File: src/verilog/xdm_pkg.sv
// Package of constants for the external data memory stretch and dual pointer block.
package xdm_pkg;
  localparam int unsigned CLOCKS_PER_CYCLE = 4;
  localparam logic [7:0] ADDR_DPTR0_LO   = 8'h82;
  localparam logic [7:0] ADDR_DPTR0_HI   = 8'h83;
  localparam logic [7:0] ADDR_SECOND_DATA_POINTER_LO   = 8'h84;
  localparam logic [7:0] ADDR_SECOND_DATA_POINTER_HI   = 8'h85;
  localparam logic [7:0] ADDR_PTR_SELECT = 8'h86;
  localparam logic [7:0] ADDR_CLK_CTRL   = 8'h8e;
  localparam logic [7:0] ADDR_MOVE_CTRL  = 8'hf0;
  localparam logic [7:0] ADDR_MOVE_DATA  = 8'hf1;
  localparam logic [7:0] ADDR_MOVE_STAT  = 8'hf2;
  localparam int unsigned STRETCH_LSB = 0;
  localparam int unsigned STRETCH_MSB = 2;
  localparam logic [2:0] STRETCH_RESET = 3'h1;
  localparam logic [7:0] CLK_CTRL_WMASK = 8'h3f;
  localparam int unsigned MOVE_CTRL_GO  = 0;
  localparam int unsigned MOVE_CTRL_WR  = 1;
  localparam int unsigned MOVE_CTRL_INC = 2;
  localparam int unsigned MOVE_STAT_BUSY = 0;
  localparam logic [4:0] STROBE_ZERO_CLOCKS = 5'h02;
  localparam logic [4:0] STROBE_STEP_CLOCKS = 5'h04;
  localparam logic [4:0] ADDR_PHASE_CLOCKS  = 5'h04;
endpackage : xdm_pkg

File: src/verilog/xdm_stretch_mem.sv
// External data memory access with programmable stretch and dual data pointers.
// Notes on behaviour
// - Every machine cycle is four clocks and the fetch pace never depends on stretch.
// - Off-chip memory is reached by multiplexed low address and data on port zero, high address on port two.
// - Bits 2 to 0 of the clock control register at 8Eh hold a stretch value of zero to seven.
// - A data move takes two machine cycles at stretch zero and nine at stretch seven.
// - A move lasts stretch plus two cycles; the strobe is 2 clocks at zero and 4 clocks per step otherwise.
// - After reset the stretch value is one, giving three-cycle moves.
// - Software may rewrite the stretch at any time and each later move uses the new value.
// - For stretch one to seven the strobe and its related timing are lengthened.
// - Stretch applies to data moves only; fetch timing is unchanged.
// - The first pointer sits at 82h low and 83h high.
// - The second pointer sits at 84h low and 85h high.
// - Bit 0 of the register at 86h selects the pointer; the other bits read zero.
// - Every pointer operation, moves and increments, uses the selected pointer.
// - Incrementing the select register toggles its low bit and so switches pointer.
// - One address latch pulse is emitted in every four-clock machine cycle.
`timescale 1ns/1ps
`default_nettype none
module xdm_stretch_mem
  import xdm_pkg::*;
(
  input  wire logic       i_clock,
  input  wire logic       i_rst_n,
  input  wire logic [7:0] i_reg_addr,
  input  wire logic [7:0] i_reg_wdata,
  input  wire logic       i_reg_write,
  input  wire logic       i_reg_read,
  input  wire logic       i_sel_increment,
  output logic      [7:0] o_reg_rdata,
  output logic            o_ale,
  output logic      [7:0] o_port_zero_out,
  output logic            o_port_zero_oe_n,
  input  wire logic [7:0] i_port_zero_in,
  output logic      [7:0] o_port_two,
  output logic            o_rd_n,
  output logic            o_wr_n,
  output logic            o_busy
);
  typedef enum logic [2:0] {XDM_IDLE, XDM_WAIT, XDM_ADDR, XDM_DATA, XDM_HOLD} xdm_state_t;

  xdm_state_t  state;
  logic [15:0] first_data_pointer [2];
  logic        sel;
  logic [7:0]  clk_ctrl;
  logic [7:0]  move_data;
  logic        pend_go;
  logic        pend_wr;
  logic        pend_inc;
  logic        op_wr;
  logic        op_inc;
  logic        op_sel;
  logic [4:0]  cnt;
  logic [4:0]  strobe_len;
  logic [2:0]  stretch;
  logic        cycle_start;
  logic        ale_pulse;
  logic [7:0]  p0_sync1;
  logic [7:0]  p0_sync2;
  logic        wr_first_data_pointer;
  logic        wr_sel;
  logic        wr_ctrl;
  logic        op_short;
  logic [4:0]  hold_len;
  logic        move_start;
  logic        addr_last;
  logic        data_last;
  logic        move_last;
  logic        rd_capture;

  function automatic logic is_write(input logic [7:0] addr, input logic [7:0] target,
                                    input logic we);
    is_write = we && (addr == target);
  endfunction : is_write

  ////////////////////////////////////////////////////////////////////////////////
  // Machine cycle pacing, shared with fetch and never altered by stretch.

  xdm_cycle_timer #(
    .CLOCKS (CLOCKS_PER_CYCLE)
  ) u_timer (
    .i_clock       (i_clock),
    .i_rst_n       (i_rst_n),
    .o_cycle_start (cycle_start),
    .o_ale         (ale_pulse)
  );

  assign o_ale = ale_pulse;

  ////////////////////////////////////////////////////////////////////////////////
  // Register file.

  assign stretch = clk_ctrl[STRETCH_MSB:STRETCH_LSB];
  assign wr_sel  = is_write(i_reg_addr, ADDR_PTR_SELECT, i_reg_write);
  assign wr_ctrl = is_write(i_reg_addr, ADDR_MOVE_CTRL, i_reg_write);
  assign wr_first_data_pointer = i_reg_write && (i_reg_addr >= ADDR_DPTR0_LO)
                && (i_reg_addr <= ADDR_SECOND_DATA_POINTER_HI);

  always_ff @(posedge i_clock) begin
    if (!i_rst_n) begin
      clk_ctrl <= {5'h00, STRETCH_RESET};
    end else if (is_write(i_reg_addr, ADDR_CLK_CTRL, i_reg_write)) begin
      clk_ctrl <= i_reg_wdata & CLK_CTRL_WMASK;
    end
  end

  // Only bit 0 is kept, so an increment of the register is a toggle.
  always_ff @(posedge i_clock) begin
    if (!i_rst_n) begin
      sel <= 1'b0;
    end else if (wr_sel) begin
      sel <= i_reg_wdata[0];
    end else if (i_sel_increment) begin
      sel <= ~sel;
    end
  end

  // A software write to either pointer wins over a move's post increment in that cycle.
  always_ff @(posedge i_clock) begin
    if (!i_rst_n) begin
      first_data_pointer[0] <= 16'h0000;
      first_data_pointer[1] <= 16'h0000;
    end else begin
      case (i_reg_addr)
        ADDR_DPTR0_LO: if (i_reg_write) first_data_pointer[0][7:0]  <= i_reg_wdata;
        ADDR_DPTR0_HI: if (i_reg_write) first_data_pointer[0][15:8] <= i_reg_wdata;
        ADDR_SECOND_DATA_POINTER_LO: if (i_reg_write) first_data_pointer[1][7:0]  <= i_reg_wdata;
        ADDR_SECOND_DATA_POINTER_HI: if (i_reg_write) first_data_pointer[1][15:8] <= i_reg_wdata;
        default: ;
      endcase
      if (move_last && op_inc && !wr_first_data_pointer) begin
        first_data_pointer[op_sel] <= first_data_pointer[op_sel] + 16'h0001;
      end
    end
  end

  always_ff @(posedge i_clock) begin
    if (!i_rst_n) begin
      o_reg_rdata <= 8'h00;
    end else if (i_reg_read) begin
      case (i_reg_addr)
        ADDR_DPTR0_LO:   o_reg_rdata <= first_data_pointer[0][7:0];
        ADDR_DPTR0_HI:   o_reg_rdata <= first_data_pointer[0][15:8];
        ADDR_SECOND_DATA_POINTER_LO:   o_reg_rdata <= first_data_pointer[1][7:0];
        ADDR_SECOND_DATA_POINTER_HI:   o_reg_rdata <= first_data_pointer[1][15:8];
        ADDR_PTR_SELECT: o_reg_rdata <= {7'h00, sel};
        ADDR_CLK_CTRL:   o_reg_rdata <= clk_ctrl;
        ADDR_MOVE_DATA:  o_reg_rdata <= move_data;
        ADDR_MOVE_STAT:  o_reg_rdata <= {7'h00, o_busy};
        default:         o_reg_rdata <= 8'h00;
      endcase
    end else begin
      o_reg_rdata <= 8'h00;
    end
  end

  ////////////////////////////////////////////////////////////////////////////////
  // Move request: taken only while no move is pending or running, started at the next machine cycle boundary.

  always_ff @(posedge i_clock) begin
    if (!i_rst_n) begin
      pend_go  <= 1'b0;
      pend_wr  <= 1'b0;
      pend_inc <= 1'b0;
    end else if (wr_ctrl && i_reg_wdata[MOVE_CTRL_GO] && state == XDM_IDLE && !pend_go) begin
      pend_go  <= 1'b1;
      pend_wr  <= i_reg_wdata[MOVE_CTRL_WR];
      pend_inc <= i_reg_wdata[MOVE_CTRL_INC];
    end else if (state == XDM_WAIT && cycle_start) begin
      pend_go <= 1'b0;
    end
  end

  always_ff @(posedge i_clock) begin
    if (!i_rst_n) begin
      move_data <= 8'h00;
    end else if (is_write(i_reg_addr, ADDR_MOVE_DATA, i_reg_write) && !o_busy) begin
      move_data <= i_reg_wdata;
    end else if (rd_capture) begin
      move_data <= p0_sync2;
    end
  end

  // Read data come from a pin, so they pass two flip-flops first.
  always_ff @(posedge i_clock) begin
    if (!i_rst_n) begin
      p0_sync1 <= 8'h00;
      p0_sync2 <= 8'h00;
    end else begin
      p0_sync1 <= i_port_zero_in;
      p0_sync2 <= p0_sync1;
    end
  end

  // Stretch is read once, at the end of the address cycle, so a rewrite made after the
  // address cycle of a move changes only the moves that follow it.
  assign strobe_len = (stretch == 3'h0) ? STROBE_ZERO_CLOCKS
                    : 5'(stretch * STROBE_STEP_CLOCKS);

  // After the strobe the bus rests until the move fills whole machine cycles.
  assign hold_len = op_short ? (STROBE_STEP_CLOCKS - STROBE_ZERO_CLOCKS)
                  : STROBE_STEP_CLOCKS;

  ////////////////////////////////////////////////////////////////////////////////
  // Move sequencer: address cycle, strobe phase, rest; stretch plus two cycles in all.

  assign move_start = (state == XDM_WAIT) && cycle_start;
  assign addr_last  = (state == XDM_ADDR) && (cnt == 5'h01);
  assign data_last  = (state == XDM_DATA) && (cnt == 5'h01);
  assign move_last  = (state == XDM_HOLD) && (cnt == 5'h01);
  // The pin is two flip-flops behind, so this takes the value that stood at the last
  // clock of the read strobe; the part must answer within the strobe itself.
  assign rd_capture = (state == XDM_HOLD) && !op_wr && (cnt == hold_len - 5'h01);

  always_ff @(posedge i_clock) begin
    if (!i_rst_n) begin
      state <= XDM_IDLE;
    end else begin
      case (state)
        XDM_IDLE: begin
          if (pend_go) begin
            state <= XDM_WAIT;
          end
        end
        XDM_WAIT: begin
          if (cycle_start) begin
            state <= XDM_ADDR;
          end
        end
        XDM_ADDR: begin
          if (cnt == 5'h01) begin
            state <= XDM_DATA;
          end
        end
        XDM_DATA: begin
          if (cnt == 5'h01) begin
            state <= XDM_HOLD;
          end
        end
        XDM_HOLD: begin
          if (cnt == 5'h01) begin
            state <= XDM_IDLE;
          end
        end
        default: state <= XDM_IDLE;
      endcase
    end
  end

  // One counter times every phase; it rests at zero between moves.
  always_ff @(posedge i_clock) begin
    if (!i_rst_n) begin
      cnt <= 5'h00;
    end else if (move_start) begin
      cnt <= ADDR_PHASE_CLOCKS;
    end else if (addr_last) begin
      cnt <= strobe_len;
    end else if (data_last) begin
      cnt <= hold_len;
    end else if (cnt != 5'h00) begin
      cnt <= cnt - 5'h01;
    end
  end

  always_ff @(posedge i_clock) begin
    if (!i_rst_n) begin
      op_wr  <= 1'b0;
      op_inc <= 1'b0;
      op_sel <= 1'b0;
    end else if (move_start) begin
      op_wr  <= pend_wr;
      op_inc <= pend_inc;
      op_sel <= sel;
    end
  end

  always_ff @(posedge i_clock) begin
    if (!i_rst_n) begin
      op_short <= 1'b0;
    end else if (addr_last) begin
      op_short <= (stretch == 3'h0);
    end
  end

  ////////////////////////////////////////////////////////////////////////////////
  // Pin drivers, all registered; o_busy is combined from pend_go and the state.

  // Port zero carries the low address first and the write data from the strobe on.
  always_ff @(posedge i_clock) begin
    if (!i_rst_n) begin
      o_port_zero_out <= 8'h00;
    end else if (move_start) begin
      o_port_zero_out <= first_data_pointer[sel][7:0];
    end else if (addr_last) begin
      o_port_zero_out <= move_data;
    end
  end

  always_ff @(posedge i_clock) begin
    if (!i_rst_n) begin
      o_port_zero_oe_n <= 1'b1;
    end else if (move_start) begin
      o_port_zero_oe_n <= 1'b0;
    end else if (addr_last) begin
      o_port_zero_oe_n <= !op_wr;
    end else if (move_last) begin
      o_port_zero_oe_n <= 1'b1;
    end
  end

  always_ff @(posedge i_clock) begin
    if (!i_rst_n) begin
      o_port_two <= 8'h00;
    end else if (move_start) begin
      o_port_two <= first_data_pointer[sel][15:8];
    end
  end

  // Each strobe is low for the whole data phase, whose length the stretch sets.
  always_ff @(posedge i_clock) begin
    if (!i_rst_n) begin
      o_rd_n <= 1'b1;
    end else if (addr_last) begin
      o_rd_n <= op_wr;
    end else if (data_last) begin
      o_rd_n <= 1'b1;
    end
  end

  always_ff @(posedge i_clock) begin
    if (!i_rst_n) begin
      o_wr_n <= 1'b1;
    end else if (addr_last) begin
      o_wr_n <= !op_wr;
    end else if (data_last) begin
      o_wr_n <= 1'b1;
    end
  end

  assign o_busy = pend_go || (state != XDM_IDLE);
endmodule : xdm_stretch_mem
`default_nettype wire

File: src/verilog/xdm_cycle_timer.sv
// Machine-cycle divider that makes one address latch pulse per four clocks.
`timescale 1ns/1ps
`default_nettype none
module xdm_cycle_timer
  import xdm_pkg::*;
#(
  parameter int unsigned CLOCKS = CLOCKS_PER_CYCLE
) (
  input  wire logic i_clock,
  input  wire logic i_rst_n,
  output logic      o_cycle_start,
  output logic      o_ale
);
  logic [1:0] phase;

  always_ff @(posedge i_clock) begin
    if (!i_rst_n) begin
      phase <= 2'h0;
    end else if (phase == 2'(CLOCKS - 1)) begin
      phase <= 2'h0;
    end else begin
      phase <= phase + 2'h1;
    end
  end

  // The latch pulse is a register so it is glitch free at the pin.
  always_ff @(posedge i_clock) begin
    if (!i_rst_n) begin
      o_ale <= 1'b0;
    end else begin
      o_ale <= (phase == 2'(CLOCKS - 1));
    end
  end

  assign o_cycle_start = (phase == 2'h0);
endmodule : xdm_cycle_timer
`default_nettype wire

File: config.mk
export PLATFORM = sky130hd
export DESIGN_NAME = xdm_stretch_mem
export DESIGN_NICKNAME = d
export VERILOG_FILES = /design/src/verilog/xdm_pkg.sv /design/src/verilog/xdm_stretch_mem.sv /design/src/verilog/xdm_cycle_timer.sv
export SDC_FILE = /design/constraint.sdc
export NUM_CORES = 1
export LEC_CHECK = 0
export BUFFER_PORTS_ARGS = -buffer_cell sky130_fd_sc_hd__buf_2
export CAP_MARGIN = 10
export CORE_ASPECT_RATIO = 0.9
export CORE_UTILIZATION = 30
export CTS_BUF_LIST = sky130_fd_sc_hd__clkbuf_4 sky130_fd_sc_hd__clkbuf_8
export DETAILED_ROUTE_END_ITERATION = 7
export HOLD_SLACK_MARGIN = 0.12
export PLACE_DENSITY_LB_ADDON = 0.3
export SLEW_MARGIN = 25
export SYNTH_ARGS = -nofsm -noshare
export SYNTH_HDL_FRONTEND = slang
export SYNTH_HIERARCHICAL = 1
export SYNTH_SLANG_ARGS = --single-unit
File: constraint.sdc
create_clock -name i_clock -period 5.15 [get_ports i_clock]
set_input_delay 0.2575 -clock i_clock [delete_from_list [all_inputs] [get_ports i_clock]]
set_output_delay 0.2575 -clock i_clock [all_outputs]
set_load 0.05 [all_outputs]
==> flow_metrics.py <==
metrics = {
    "run_status": {
        "status": "complete, no violations",
    },
    "cts": {
        "cts_sinks": 110,
        "cts_root_buf": "clkbuf_8",
        "clkLatencyLatePin_ns": 0.40,
        "postCtsSetupRepairBufs": 0,
        "path_clk_slew_ns": 0.11,
        "cts.repair.resized": 0,
        "cts.path.max_buffers": 2,
        "cts_buffers": 9,
        "cts_tree": "built",
        "h-tree-depth": 3,
    },
    "setup_path": {
        "reg2regPathDepth": 6,
        "path_cells": "buf_4 -> and3_1 -> a2bb2oi_1 -> nand2_1 -> xnor2_1 -> o21ai_0",
        "crit_buf_inv": 1,
        "critPathMaxFanout": 20,
        "slowest_stage": "dfxtp_1",
        "worstReg2RegEnd": "first_data_pointer[0][9]",
        "max_stage_delay_ns": 0.82,
        "cp.arrival_ns": 3.18,
        "cp-end-kind": "flip-flop",
        "r2r_slack_ns": 2.11,
        "crit_required_ns": 5.29,
        "cp_top_family": "compound AO/OA/AOI/OAI gates",
        "worst-path-stages": 6,
        "critPathKind": "reg2reg",
        "worstSetupStartpointType": "flip-flop",
        "cp-endpoint": "first_data_pointer[0][9]",
    },
    "detailed_routing": {
        "vias": 4800,
        "antenna_left": 0,
        "remaining_drc_errors": 0,
        "dr.pass1.iters": 6,
        "wl_um": 16600,
        "wl_per_cell_um": 18.8,
        "avgViaCountPerCell": 5.44,
        "drt_iter0_drc": 446,
    },
    "timing": {
        "min_period_ns": 3.04,
        "fmax_mhz": 329,
        "hold_violations": 0,
        "fin_crit_sh_pct": 59.0,
        "skew_ns": 0.0162,
        "final.setup.tns_ns": 0,
        "whs_ns": 0.169,
        "tightest_slew_ns": 1.02,
        "maxSlewViolCount": 0,
        "slew_headroom_pct": 31.6,
        "setup_viol": 0,
        "rsz0062_at_grt": "false",
    },
    "global_route": {
        "grt_max_degree": 76,
        "grt_overflow": 0,
        "grt_pass1_wl_um": 25800,
        "grt_pass1_vias": 4549,
        "grt_usage_pct": 17.6,
        "antenna_found_initial": 1,
    },
    "run": {
        "drv_cap": 0,
    },
    "power_and_ir_drop": {
        "cellLeakagePower_nw": 2.56,
        "power_frac_seq_pct": 56.6,
        "p_int_mw": 1.26,
        "ir_worst_vdd_mv": 0.127,
        "netSwitchingFraction_pct": 27.4,
        "power.density_nw_per_um2": 274,
        "pwr-share-comb_pct": 14.1,
        "p_switching_mw": 0.478,
        "p_total_mw": 1.74,
        "power_frac_clock_pct": 29.3,
    },
    "synthesis": {
        "ys.flop_type": "dfxtp_1",
        "yosysTopAreaCell": "dfxtp_1",
        "async_reset_ff_share_pct": 0,
        "ys_top_cells_by_area": "dfxtp_1 28%, edfxtp_1 17%, mux2i_1 8.1%, nand2_1 5.5%, o211a_1 3.4%",
        "synthTopCellsByCount": "82 x nand2_1, 78 x dfxtp_1, 45 x mux2i_1",
        "synth.most_common_cell": "nand2_1",
        "synth_top_area_share_pct": 27.9,
        "ys_ff_latch": 110,
        "synth_cells": 581,
        "synth_edf_count": 32,
        "avgSynthCellArea_um2": 9.63,
        "syn-num-nets": 616,
        "synthesis.area_um2": 5600,
        "synth_seq_area_share_pct": 45.1,
        "netlist-cell-type-count": 63,
        "yosysWarnings": 6,
    },
    "placement": {
        "portBuffers": 57,
        "place_congestion": 0.887,
        "dpl.hpwl_um": 12100,
    },
    "hold_path": {
        "hold_class": "in2reg",
    },
    "die": {
        "die_h_um": 132,
        "core_area_um2": 18300,
        "rows": 47,
        "io_pins": 58,
        "fp.dieArea_um2": 19200,
        "die_w_um": 146,
        "initial_utilization_pct": 30.5,
    },
    "cells_and_area": {
        "antenna_cells": 0,
        "drive_above_1_share_pct": 16.2,
        "fill_cells": 1888,
        "syn_to_final_growth_pct": 13.7,
        "layout.nets": 667,
    },
}
cells in the final DEF, fill, tap and decap left out, types with 18 or more instances in the layout:
master,instances
dfxtp_1,78
mux2i_1,45
nor2_1,21
edfxtp_1,32
nand2_1,82
o21ai_0,28
and2_1,18
a21oi_1,18
buf_2,57
o211a_1,19
nand3_1,26
logic make-up after synthesis:
logic type               share of synthesized area (%)
XOR/XNOR                                          3.13
AO/OA/AOI/OAI                                     15.4
multiplexers                                      10.5
AND/OR/NAND/NOR                                   21.3
buffers and inverters                             3.22
adder cells (fa/ha/maj)                           1.34
flip-flops                                        45.1
power by group through the flow:
stage                     sequential, mW  clock [mW]  combinational (mW)
after detailed placement            1.01           0               0.239
final                              0.987       0.511               0.245
after CTS                          0.986       0.525               0.246
after floorplan                    0.980           0               0.184
after global placement              1.00           0               0.231
after global routing               0.992       0.560               0.276
cell type report:
cell class                 count  area (µm²)  share of cell area (%)
clock buffer                  14         174                    2.73
clock inverter                 2        16.3                   0.256
inverter                      10        37.5                   0.590
multi-input combinational    430        2900                    45.5
sequential                   110        2520                    39.7
tap                          245         307                    4.82
timing repair buffer          71         408                    6.41
state kept, by name, indices dropped and copies added, names as in the netlist, 5 cells and up, named ones only:
name and count:
first_data_pointer 32, move_data 8, o_port_two 8, o_port_zero_out 8, o_reg_rdata 8, p0_sync1 8, p0_sync2 8, clk_ctrl 6
cnt 5
layer usage:
metal / vias up / part of all wire (%) / track usage, % / wire, µm
met5: - / 0 / 0 / 0
met4: 0 / 2.8 / 7.19 / 461
met3: 37 / 8.7 / 4.83 / 1440
met2: 241 / 43 / 25.9 / 7140
met1: 2312 / 45 / 24.0 / 7520
li1: 2210 / - / - / -
stage by stage:
stage          instance area, µm²  worst slack [ns]  util, %  instances
2_1_floorplan                5600              2.69        -        581
3_3_place_gp                 6080              2.06     33.1        857
3_5_place_dp                 6090              1.92     33.2        857
4_1_cts                      6360              1.91     34.6        881
5_1_grt                      6360              1.91     34.7        882
6_report                     6360              2.11     34.7        882
worst min-delay path by stage:
stage | to | slack [ns] | start | cells after the start
after floorplan | p0_sync1[0] | 0.38 | i_port_zero_in[0] | 1
after global placement | p0_sync2[0] | 0.42 | p0_sync1[0] | 1
after detailed placement | p0_sync2[5] | 0.43 | p0_sync1[5] | 1
after CTS | move_data[7] | 0.16 | i_reg_wdata[7] | 2
after global routing | move_data[7] | 0.16 | i_reg_wdata[7] | 2
final | move_data[7] | 0.17 | i_reg_wdata[7] | 2
repair_timing:
item / CTS / global route
endpoints found under the hold margin: 8 / 0
hold buffers: 8 / 0
endpoints found under the setup margin: 0 / 0
Power figures use the tool's default switching activity.
